File: src/rtl/afr_defs.svh
// constants of the access fault error reporting block
`ifndef AFR_DEFS_SVH
`define AFR_DEFS_SVH

// ----------------------------------------------------------------
// widths
// ----------------------------------------------------------------
`define AFR_ADR_W       8
`define AFR_DAT_W       32
`define AFR_SEL_W       4
`define AFR_REG_W       8
`define AFR_BUS_FLAGS_W 8
`define AFR_PER_FLAGS_W 32
`define AFR_SHARED_W    4
`define AFR_ST_W        2

// ----------------------------------------------------------------
// register byte offsets
// ----------------------------------------------------------------
`define AFR_OFS_EVCTL   8'h04
`define AFR_OFS_IENCLR  8'h08
`define AFR_OFS_IENSET  8'h0C
`define AFR_OFS_STATUS  8'h10
`define AFR_OFS_MASK    8'h14
`define AFR_OFS_BUSFLG  8'h18
`define AFR_OFS_PERFLG  8'h1C

// ----------------------------------------------------------------
// reset values and field positions
// ----------------------------------------------------------------
`define AFR_RST_EVCTL   8'h00
`define AFR_RST_IEN     1'h0
`define AFR_RST_MASK    2'h0
`define AFR_BIT_EVOE    0
`define AFR_BIT_IEN     0
`define AFR_ST_BUS      0
`define AFR_ST_PER      1
`define AFR_LANE0       0

`endif

File: src/rtl/afr_pkg.sv
// types of the access fault error reporting block
package afr_pkg;

    // ------------------------------------------------------------
    // bus request carrier
    // ------------------------------------------------------------
    typedef struct packed {
        logic        cyc;
        logic        stb;
        logic        we;
        logic [3:0]  sel;
        logic [7:0]  adr;
        logic [31:0] dat;
    } afr_wb_req_t;

    // ------------------------------------------------------------
    // fault flag carrier
    // ------------------------------------------------------------
    typedef struct packed {
        logic [7:0]  bus_side;
        logic [31:0] periph;
    } afr_flags_t;

    // ------------------------------------------------------------
    // bus answer states
    // ------------------------------------------------------------
    typedef enum logic {
        st_idle,
        st_answer
    } afr_bus_st_t;

endpackage : afr_pkg

File: src/rtl/afr_top.sv
// access fault error reporting: registers, event and interrupt
// Operation
// - with event output enabled, any fault flag becoming set produces an event.
// - the event output enable is bit 0 of event control, resets to 0, and blocks events.
// - with the interrupt enabled, the request is high while any fault flag is set.
// - writing 0 to bit 0 of the enable clear register leaves the enable unchanged.
// - writing 1 to bit 0 of the enable clear register disables the interrupt request; here status bits set in the mask still raise line 0.
// - bit 0 of the enable clear register reads back the current enable state.
// - the enable set and clear registers share one enable, visible through both.
// - the interrupt request joins shared interrupt line 0 with the other controllers.
//
// Chosen here: register access over Wishbone.
`include "afr_defs.svh"

module afr_top (
    input  wire logic                         clk_i,
    input  wire logic                         rst_i,
    input  wire logic                         cyc_i,
    input  wire logic                         stb_i,
    input  wire logic                         we_i,
    input  wire logic [`AFR_SEL_W-1:0]        sel_i,
    input  wire logic [`AFR_ADR_W-1:0]        adr_i,
    input  wire logic [`AFR_DAT_W-1:0]        dat_i,
    output logic      [`AFR_DAT_W-1:0]        dat_o,
    output logic                              ack_o,
    output logic                              err_o,
    input  wire logic [`AFR_BUS_FLAGS_W-1:0]  bus_side_fault_flags_i,
    input  wire logic [`AFR_PER_FLAGS_W-1:0]  peripheral_fault_flags_i,
    input  wire logic [`AFR_SHARED_W-1:0]     line0_other_irq_i,
    output logic                              fault_event_o,
    output logic                              irq_line0_o
);

    // ------------------------------------------------------------
    // helpers
    // ------------------------------------------------------------
    function automatic logic afr_hit(
        input logic [`AFR_ADR_W-1:0] adr,
        input logic [`AFR_ADR_W-1:0] ofs
    );
        afr_hit = (adr[`AFR_ADR_W-1:2] == ofs[`AFR_ADR_W-1:2]);
    endfunction : afr_hit

    function automatic logic [`AFR_DAT_W-1:0] afr_zext8(
        input logic [`AFR_REG_W-1:0] v
    );
        afr_zext8 = {{(`AFR_DAT_W-`AFR_REG_W){1'b0}}, v};
    endfunction : afr_zext8

    // ------------------------------------------------------------
    // carriers
    // ------------------------------------------------------------
    afr_pkg::afr_wb_req_t req;
    afr_pkg::afr_flags_t  flags;

    assign req.cyc = cyc_i;
    assign req.stb = stb_i;
    assign req.we  = we_i;
    assign req.sel = sel_i;
    assign req.adr = adr_i;
    assign req.dat = dat_i;

    assign flags.bus_side = bus_side_fault_flags_i;
    assign flags.periph   = peripheral_fault_flags_i;

    // ------------------------------------------------------------
    // state
    // ------------------------------------------------------------
    afr_pkg::afr_bus_st_t       st_r;
    afr_pkg::afr_bus_st_t       st_nxt;
    logic [`AFR_REG_W-1:0]      evctl_r;
    logic [`AFR_REG_W-1:0]      evctl_nxt;
    logic                       ien_r;
    logic                       ien_nxt;
    logic [`AFR_ST_W-1:0]       mask_r;
    logic [`AFR_ST_W-1:0]       mask_nxt;
    logic [`AFR_DAT_W-1:0]      dat_r;
    logic [`AFR_DAT_W-1:0]      dat_nxt;
    logic                       ack_r;
    logic                       err_r;
    logic                       event_r;
    logic                       event_nxt;
    logic                       irq_r;
    logic                       irq_nxt;
    logic [`AFR_ST_W-1:0]       status;
    logic                       bus_rise;
    logic                       per_rise;

    // ------------------------------------------------------------
    // address decode
    // ------------------------------------------------------------
    wire take     = req.cyc & req.stb & (st_r == afr_pkg::st_idle);
    wire wr       = req.cyc & req.stb & req.we & ack_r; // write commits on the ack edge
    wire rd       = take & ~req.we;
    wire lane0    = req.sel[`AFR_LANE0];
    wire hit_ev   = afr_hit(req.adr, `AFR_OFS_EVCTL);
    wire hit_clr  = afr_hit(req.adr, `AFR_OFS_IENCLR);
    wire hit_set  = afr_hit(req.adr, `AFR_OFS_IENSET);
    wire hit_st   = afr_hit(req.adr, `AFR_OFS_STATUS);
    wire hit_msk  = afr_hit(req.adr, `AFR_OFS_MASK);
    wire hit_bfl  = afr_hit(req.adr, `AFR_OFS_BUSFLG);
    wire hit_pfl  = afr_hit(req.adr, `AFR_OFS_PERFLG);
    wire mapped   = hit_ev | hit_clr | hit_set | hit_st
                  | hit_msk | hit_bfl | hit_pfl;
    wire wr_ev    = wr & hit_ev & lane0;
    wire wr_clr   = wr & hit_clr & lane0;
    wire wr_set   = wr & hit_set & lane0;
    wire wr_st    = wr & hit_st & lane0;
    wire wr_msk   = wr & hit_msk & lane0;
    wire bit0     = req.dat[`AFR_BIT_IEN];

    // ------------------------------------------------------------
    // register writes
    // ------------------------------------------------------------
    wire [`AFR_REG_W-1:0] evoe_only = {{(`AFR_REG_W-1){1'b0}},
                                       req.dat[`AFR_BIT_EVOE]};

    assign evctl_nxt = wr_ev ? evoe_only : evctl_r;

    // one shared enable behind both set and clear addresses
    assign ien_nxt = (wr_clr & bit0) ? 1'b0 :
                     (wr_set & bit0) ? 1'b1 :
                     ien_r;

    assign mask_nxt = wr_msk ? req.dat[`AFR_ST_W-1:0] : mask_r;

    wire evoe = evctl_r[`AFR_BIT_EVOE];

    // ------------------------------------------------------------
    // read data
    // ------------------------------------------------------------
    wire [`AFR_REG_W-1:0] ien_rd = {{(`AFR_REG_W-1){1'b0}}, ien_r};
    wire [`AFR_REG_W-1:0] st_rd  = {{(`AFR_REG_W-`AFR_ST_W){1'b0}}, status};
    wire [`AFR_REG_W-1:0] msk_rd = {{(`AFR_REG_W-`AFR_ST_W){1'b0}}, mask_r};

    wire [`AFR_DAT_W-1:0] rd_mux =
        hit_ev  ? afr_zext8(evctl_r) :
        hit_clr ? afr_zext8(ien_rd) :
        hit_set ? afr_zext8(ien_rd) :
        hit_st  ? afr_zext8(st_rd) :
        hit_msk ? afr_zext8(msk_rd) :
        hit_bfl ? afr_zext8(flags.bus_side) :
        hit_pfl ? flags.periph :
        '0;

    assign dat_nxt = rd ? rd_mux : '0;

    // ------------------------------------------------------------
    // bus answer sequencing
    // ------------------------------------------------------------
    always_comb begin
        case (st_r)
            afr_pkg::st_idle: begin
                st_nxt = take ? afr_pkg::st_answer : afr_pkg::st_idle;
            end
            afr_pkg::st_answer: begin
                st_nxt = afr_pkg::st_idle;
            end
            default: begin
                st_nxt = afr_pkg::st_idle;
            end
        endcase
    end

    // ------------------------------------------------------------
    // fault transitions
    // ------------------------------------------------------------
    afr_rise_det #(
        .W (`AFR_BUS_FLAGS_W)
    ) u_bus_rise (
        .clk_i   (clk_i),
        .rst_i   (rst_i),
        .flags_i (flags.bus_side),
        .rise_o  (bus_rise)
    );

    afr_rise_det #(
        .W (`AFR_PER_FLAGS_W)
    ) u_per_rise (
        .clk_i   (clk_i),
        .rst_i   (rst_i),
        .flags_i (flags.periph),
        .rise_o  (per_rise)
    );

    wire any_rise = bus_rise | per_rise;
    wire any_flag = (|flags.bus_side) | (|flags.periph);

    // ------------------------------------------------------------
    // sticky status and mask
    // ------------------------------------------------------------
    wire [`AFR_ST_W-1:0] st_set = {per_rise, bus_rise};
    wire [`AFR_ST_W-1:0] st_clr = wr_st ? req.dat[`AFR_ST_W-1:0]
                                        : {`AFR_ST_W{1'b0}};

    afr_sticky #(
        .W (`AFR_ST_W)
    ) u_status (
        .clk_i  (clk_i),
        .rst_i  (rst_i),
        .set_i  (st_set),
        .clr_i  (st_clr),
        .stat_o (status)
    );

    // ------------------------------------------------------------
    // event and interrupt
    // ------------------------------------------------------------
    assign event_nxt = evoe & any_rise;

    wire fault_req = ien_r & any_flag;
    wire stat_req  = |(status & mask_r);

    assign irq_nxt = fault_req | stat_req
                   | (|line0_other_irq_i);

    // ------------------------------------------------------------
    // flip-flops
    // ------------------------------------------------------------
    always_ff @(posedge clk_i) begin
        if (rst_i) begin
            st_r     <= afr_pkg::st_idle;
            evctl_r  <= `AFR_RST_EVCTL;
            ien_r    <= `AFR_RST_IEN;
            mask_r   <= `AFR_RST_MASK;
            dat_r    <= '0;
            ack_r    <= 1'b0;
            err_r    <= 1'b0;
            event_r  <= 1'b0;
            irq_r    <= 1'b0;
        end else begin
            st_r     <= st_nxt;
            evctl_r  <= evctl_nxt;
            ien_r    <= ien_nxt;
            mask_r   <= mask_nxt;
            dat_r    <= dat_nxt;
            ack_r    <= take & mapped;
            err_r    <= take & ~mapped;
            event_r  <= event_nxt;
            irq_r    <= irq_nxt;
        end
    end

    assign dat_o         = dat_r;
    assign ack_o         = ack_r;
    assign err_o         = err_r;
    assign fault_event_o = event_r;
    assign irq_line0_o   = irq_r;
endmodule : afr_top

File: src/rtl/afr_rise_det.sv
// clear-to-set transition detector over a flag vector
module afr_rise_det #(
    parameter int W = 8
) (
    input  wire logic         clk_i,
    input  wire logic         rst_i,
    input  wire logic [W-1:0] flags_i,
    output logic              rise_o
);

    logic [W-1:0] prev_r;
    logic         rise_r;
    wire  [W-1:0] rise_vec = flags_i & ~prev_r;

    always_ff @(posedge clk_i) begin
        if (rst_i) begin
            prev_r <= '0;
            rise_r <= 1'b0;
        end else begin
            prev_r <= flags_i;
            rise_r <= |rise_vec;
        end
    end

    assign rise_o = rise_r;

endmodule : afr_rise_det

File: src/rtl/afr_sticky.sv
// sticky status bits, write one to clear, set wins
module afr_sticky #(
    parameter int W = 2
) (
    input  wire logic         clk_i,
    input  wire logic         rst_i,
    input  wire logic [W-1:0] set_i,
    input  wire logic [W-1:0] clr_i,
    output logic [W-1:0]      stat_o
);

    logic [W-1:0] stat_r;
    wire  [W-1:0] stat_nxt = (stat_r & ~clr_i) | set_i;

    always_ff @(posedge clk_i) begin
        if (rst_i) begin
            stat_r <= '0;
        end else begin
            stat_r <= stat_nxt;
        end
    end

    assign stat_o = stat_r;

endmodule : afr_sticky

File: config.mk
export PLATFORM = sky130hd
export DESIGN_NAME = afr_top
export DESIGN_NICKNAME = d
export VERILOG_FILES = /design/src/rtl/afr_pkg.sv /design/src/rtl/afr_top.sv /design/src/rtl/afr_rise_det.sv /design/src/rtl/afr_sticky.sv
export VERILOG_INCLUDE_DIRS = /design/src /design/src/rtl
export SDC_FILE = /design/constraint.sdc
export NUM_CORES = 1
export LEC_CHECK = 0
export ABC_AREA = 0
export BUFFER_PORTS_ARGS = -buffer_cell sky130_fd_sc_hd__buf_4
export CORE_MARGIN = 4
export CORE_UTILIZATION = 44
export DETAILED_ROUTE_END_ITERATION = 12
export GPL_TIMING_DRIVEN = 0
export PLACE_DENSITY = 0.75
export SETUP_SLACK_MARGIN = 0.4
export SLEW_MARGIN = 20
export SYNTH_ARGS = -nofsm -noshare
export SYNTH_HDL_FRONTEND = slang
export SYNTH_HIERARCHICAL = 1
export SYNTH_SLANG_ARGS = --single-unit
File: constraint.sdc
create_clock -name clk_i -period 3.4 [get_ports clk_i]
set_input_delay 0.51 -clock clk_i [delete_from_list [all_inputs] [get_ports clk_i]]
set_output_delay 0.51 -clock clk_i [all_outputs]
set_load 0.1 [all_outputs]
==> Implementation_results.wiki <==
{| class="wikitable"
! Metric !! Value
|-
| Total half-perimeter wirelength after legalization and detailed placement || 5470 um
|-
| Area share of the largest cell type after synthesis || 57.7%
|-
| Dominant synthesized flop cell || sky130_fd_sc_hd__dfxtp_1
|-
| Port Buffer Count || slightly above 90
|-
| Largest family of logic cells by synthesized area || simple AND/OR/NAND/NOR gates
|-
| Result of the run || completed
|-
| # setup viols final || 0
|-
| Sw frac || between 20% and 30%
|-
| Mux contribution to synthesized area || 4.92%
|-
| Simple-gate portion of the synthesized area || 23.7%
|-
| Maximum number of buffers from clock root to sink || 2
|-
| Sequential fraction of the synthesis area || between 50% and 60%
|-
| Sequential cell fraction of total power || 53.9%
|-
| Number of warnings issued by yosys || 6
|-
| Rel. slew slack || about 59%
|-
| Fin. max-slew vios || 0
|-
| Synth Area in Compound Gates || under 10%
|-
| Antenna Nets Post-Route || 0
|-
| Starting utilization of the core area || 45.9%
|-
| Worst ir drop on vdd || 218 uV
|-
| Die Height || ~90 um
|-
| Critical-path cell with the highest stage delay || sky130_fd_sc_hd__or4b_4
|-
| Critical path endpoint category || flip-flop
|-
| Detailed Route Iter0 Violations || 99
|-
| Total Routed Length || 7000 um
|-
| Transition time at the pin with the least slew margin || 0.611 ns
|-
| Post-route design area || 0.00394 sq mm
|-
| Area share of xor/xnor cells in the synthesized design || 0%
|-
| Leading cell type in the layout, fill and taps excluded || sky130_fd_sc_hd__buf_4
|-
| Worst-path clk slew || 0.07 ns
|-
| Type of the setup path with the least slack || in2reg
|-
| Critical Path AT || 2.29 ns
|-
| Number of buffers added by the clock tree synthesis step || 9
|-
| Total global routing overflow || 0
|-
| Per-cell via count in the routed design || between 4 and 5
|-
| Antenna violations before repair || 0
|-
| Via Count || 2338
|-
| Average instance area after synthesis || 9.86 sq um
|-
| Post-layout net count || 495
|-
| # diodes || 0
|-
| Number of global-route vias before repair || 2394
|-
| Placed cell areas || ~0.0037 sq mm
|-
| Share of cells above drive strength 1 || 29.0%
|-
| CTS tree || yes
|-
| Worst-case setup slack after placement || a little over 1 ns
|-
| Net Count, Synth || 392
|-
| Final total negative setup slack || 0 ns
|-
| Flops & latches, synth || 85
|-
| Count of cell types in the netlist || 32
|-
| Length of the first detailed-routing pass in iterations || 4
|-
| Maximum frequency from static timing analysis || 499 MHz
|-
| Largest net degree at the start of global routing || 21
|-
| Class of the tightest hold or removal check || in2reg
|-
| Sinks on the clock net || 85
|-
| Routed length per instance || 14.5 um
|-
| Reported net switching power || 0.448 mW
|-
| H-tree levels || 3
|-
| Commonest non-fill, non-tap cells in the layout || 93 x sky130_fd_sc_hd__buf_4, 85 x sky130_fd_sc_hd__dfxtp_1, 42 x sky130_fd_sc_hd__nor2_1
|-
| Worst-Skew Late Latency || ~0.35 ns
|-
| Top delay family on crit path || simple AND/OR/NAND/NOR gates
|-
| Standard cell core area || about 0.0064 sq mm
|-
| Top fanout value on the critical path || 10
|-
| Non-filler instance count after layout || 484
|-
| Hold-fix buffers at CTS || 0
|-
| Pwr per Cell Area || 488 mW/mm^2
|-
| RSZ-0062 raised after global routing || no
|-
| Largest area contributor in the netlist || sky130_fd_sc_hd__dfxtp_1
|-
| Setup Skew || 0.00866 ns
|-
| Power Internal || 1.47 mW
|-
| Die Footprint || 0.00808 sq mm
|-
| Number of top-level pins || 129
|-
| Final critical delay including setup and external delays || between 2 and 2.5 ns
|-
| Syn Inst Count || 299
|-
| Post-layout worst setup margin || between 1 and 1.5 ns
|-
| Overall fraction of global-route tracks in use || 17.9%
|-
| Number of buffers and inverters on the critical path || 3
|-
| GPL Wtd Cong || 0.788
|-
| Most used cell along the critical path || sky130_fd_sc_hd__buf_4
|-
| Wire length of the first global-routing pass || 11700 um
|-
| Cell types occupying the most area after synthesis || sky130_fd_sc_hd__dfxtp_1 58%, sky130_fd_sc_hd__and2_1 5.9%, sky130_fd_sc_hd__nor2_1 5.3%
|-
| Cell Chain, Critical Path || buf_4 -> or4b_4 -> or4b_1 -> buf_4 -> nor2_8 -> buf_6 -> and2_1
|-
| Count of unresolved DRC violations after routing || 0
|-
| Peak per-stage delay on the critical path || ~0.55 ns
|-
| Utilization of the core after routing || 61.3%
|-
| Syn Std Cell Area || 0.00295 sq mm
|-
| Post-synth EDFFs || 0
|-
| Final Hold Violating Endpoints || 0
|-
| Sort of element at the start of the critical path || input pin
|-
| Part of the power in combinational logic || under 10%
|-
| Required arrival time at the worst endpoint || 3.69 ns
|-
| Share of async-settable or async-resettable flops after synthesis || 0%
|-
| Final worst path period share || approximately three fifths
|-
| Leak || ~1.9 nW
|-
| Max Cap Viol || 0
|-
| Layout Area Growth over Synthesis || 33.5%
|-
| FP Rows || 29
|-
| Placed Cells incl. Taps || 468
|-
| Number of buffers inserted by post-CTS setup repair || 0
|-
| Number of gates given a new drive strength after cts || 0
|-
| Die extent in x || 89.9 um
|-
| Post-Synth Adder-Cell Area || 0%
|-
| Clk network pwr share || ~37%
|-
| Clock Tree Root || sky130_fd_sc_hd__clkbuf_8
|}
[power groups by stage]
| stage | clock (mW) | sequential (mW) | combinational, mW |
|---|---|---|---|
| CTS | 0.721 | 1.03 | 0.172 |
| detailed placement | 0 | 1.06 | 0.171 |
| finish | 0.713 | 1.03 | 0.171 |
| global route | 0.761 | 1.04 | 0.188 |
| floorplan | 0 | 1.07 | 0.0686 |
| global placement | 0 | 1.06 | 0.168 |
[per-layer routing]
metal	GRT usage (%)	part of all wire [%]	wire (um)	vias to the layer above
li1	-	-	-	1195
met1	22.3	45	3140	1076
met2	29.9	49	3410	62
met3	4.09	5.4	381	5
met4	7.65	1.0	70	0
met5	0	0	0	-
[final timing paths]
path         slack [ns]  depth (start not counted)                             to                         start
min reg2reg        0.45                          2  u_status/stat_o[1]$_SDFF_PP0_  u_per_rise/rise_o$_SDFF_PP0_
max                1.39                          7            dat_o[8]$_SDFF_PP0_                      adr_i[7]
max reg2reg        1.62                          6            dat_o[8]$_SDFF_PP0_               st_r$_SDFF_PP0_
min                0.36                          2            dat_o[1]$_SDFF_PP0_                          we_i
[cell type report]
cell class | instances | area [sq um]
Buffer | 9 | 56.3
Clock buffer | 12 | 145
Clock inverter | 4 | 55.1
Fill cell | 580 | 2490
Inverter | 41 | 154
Multi-Input combinational cell | 164 | 1040
Sequential cell | 85 | 1700
Tap cell | 77 | 96.3
Timing Repair Buffer | 92 | 691
[per-stage QoR]
| step | hold slack (ns) | power (mW) |
|---|---|---|
| 2_1_floorplan | 0.419 | 1.14 |
| 3_3_place_gp | 0.432 | 1.22 |
| 3_5_place_dp | 0.443 | 1.23 |
| 4_1_cts | 0.354 | 1.93 |
| 5_1_grt | 0.373 | 1.99 |
| 6_report | 0.363 | 1.92 |
[cell families after synthesis]
logic type,after synthesis
buffers and inverters,50
DFF,85
muxes,12
and+or+nand+nor,123
AOI/OAI and AO/OA,29
[state kept, by name, summed over array words and instances (netlist names), 2 cells and up]
register / flops
mask_r: 2
u_bus_rise/prev_r: 8
dat_o: 32
u_status/stat_o: 2
u_per_rise/prev_r: 32
[cells in the mapped netlist (all sizes together), types with 4 or more instances]
master	count
a21oi	4
nor2b	11
nand2b	7
nand2	4
dfxtp	85
nor2	43
and2	28
nor4	18
inv	41
mux2i	10
buf	7
o22ai	16
Note: power is estimated with default switching activity, not from simulation.
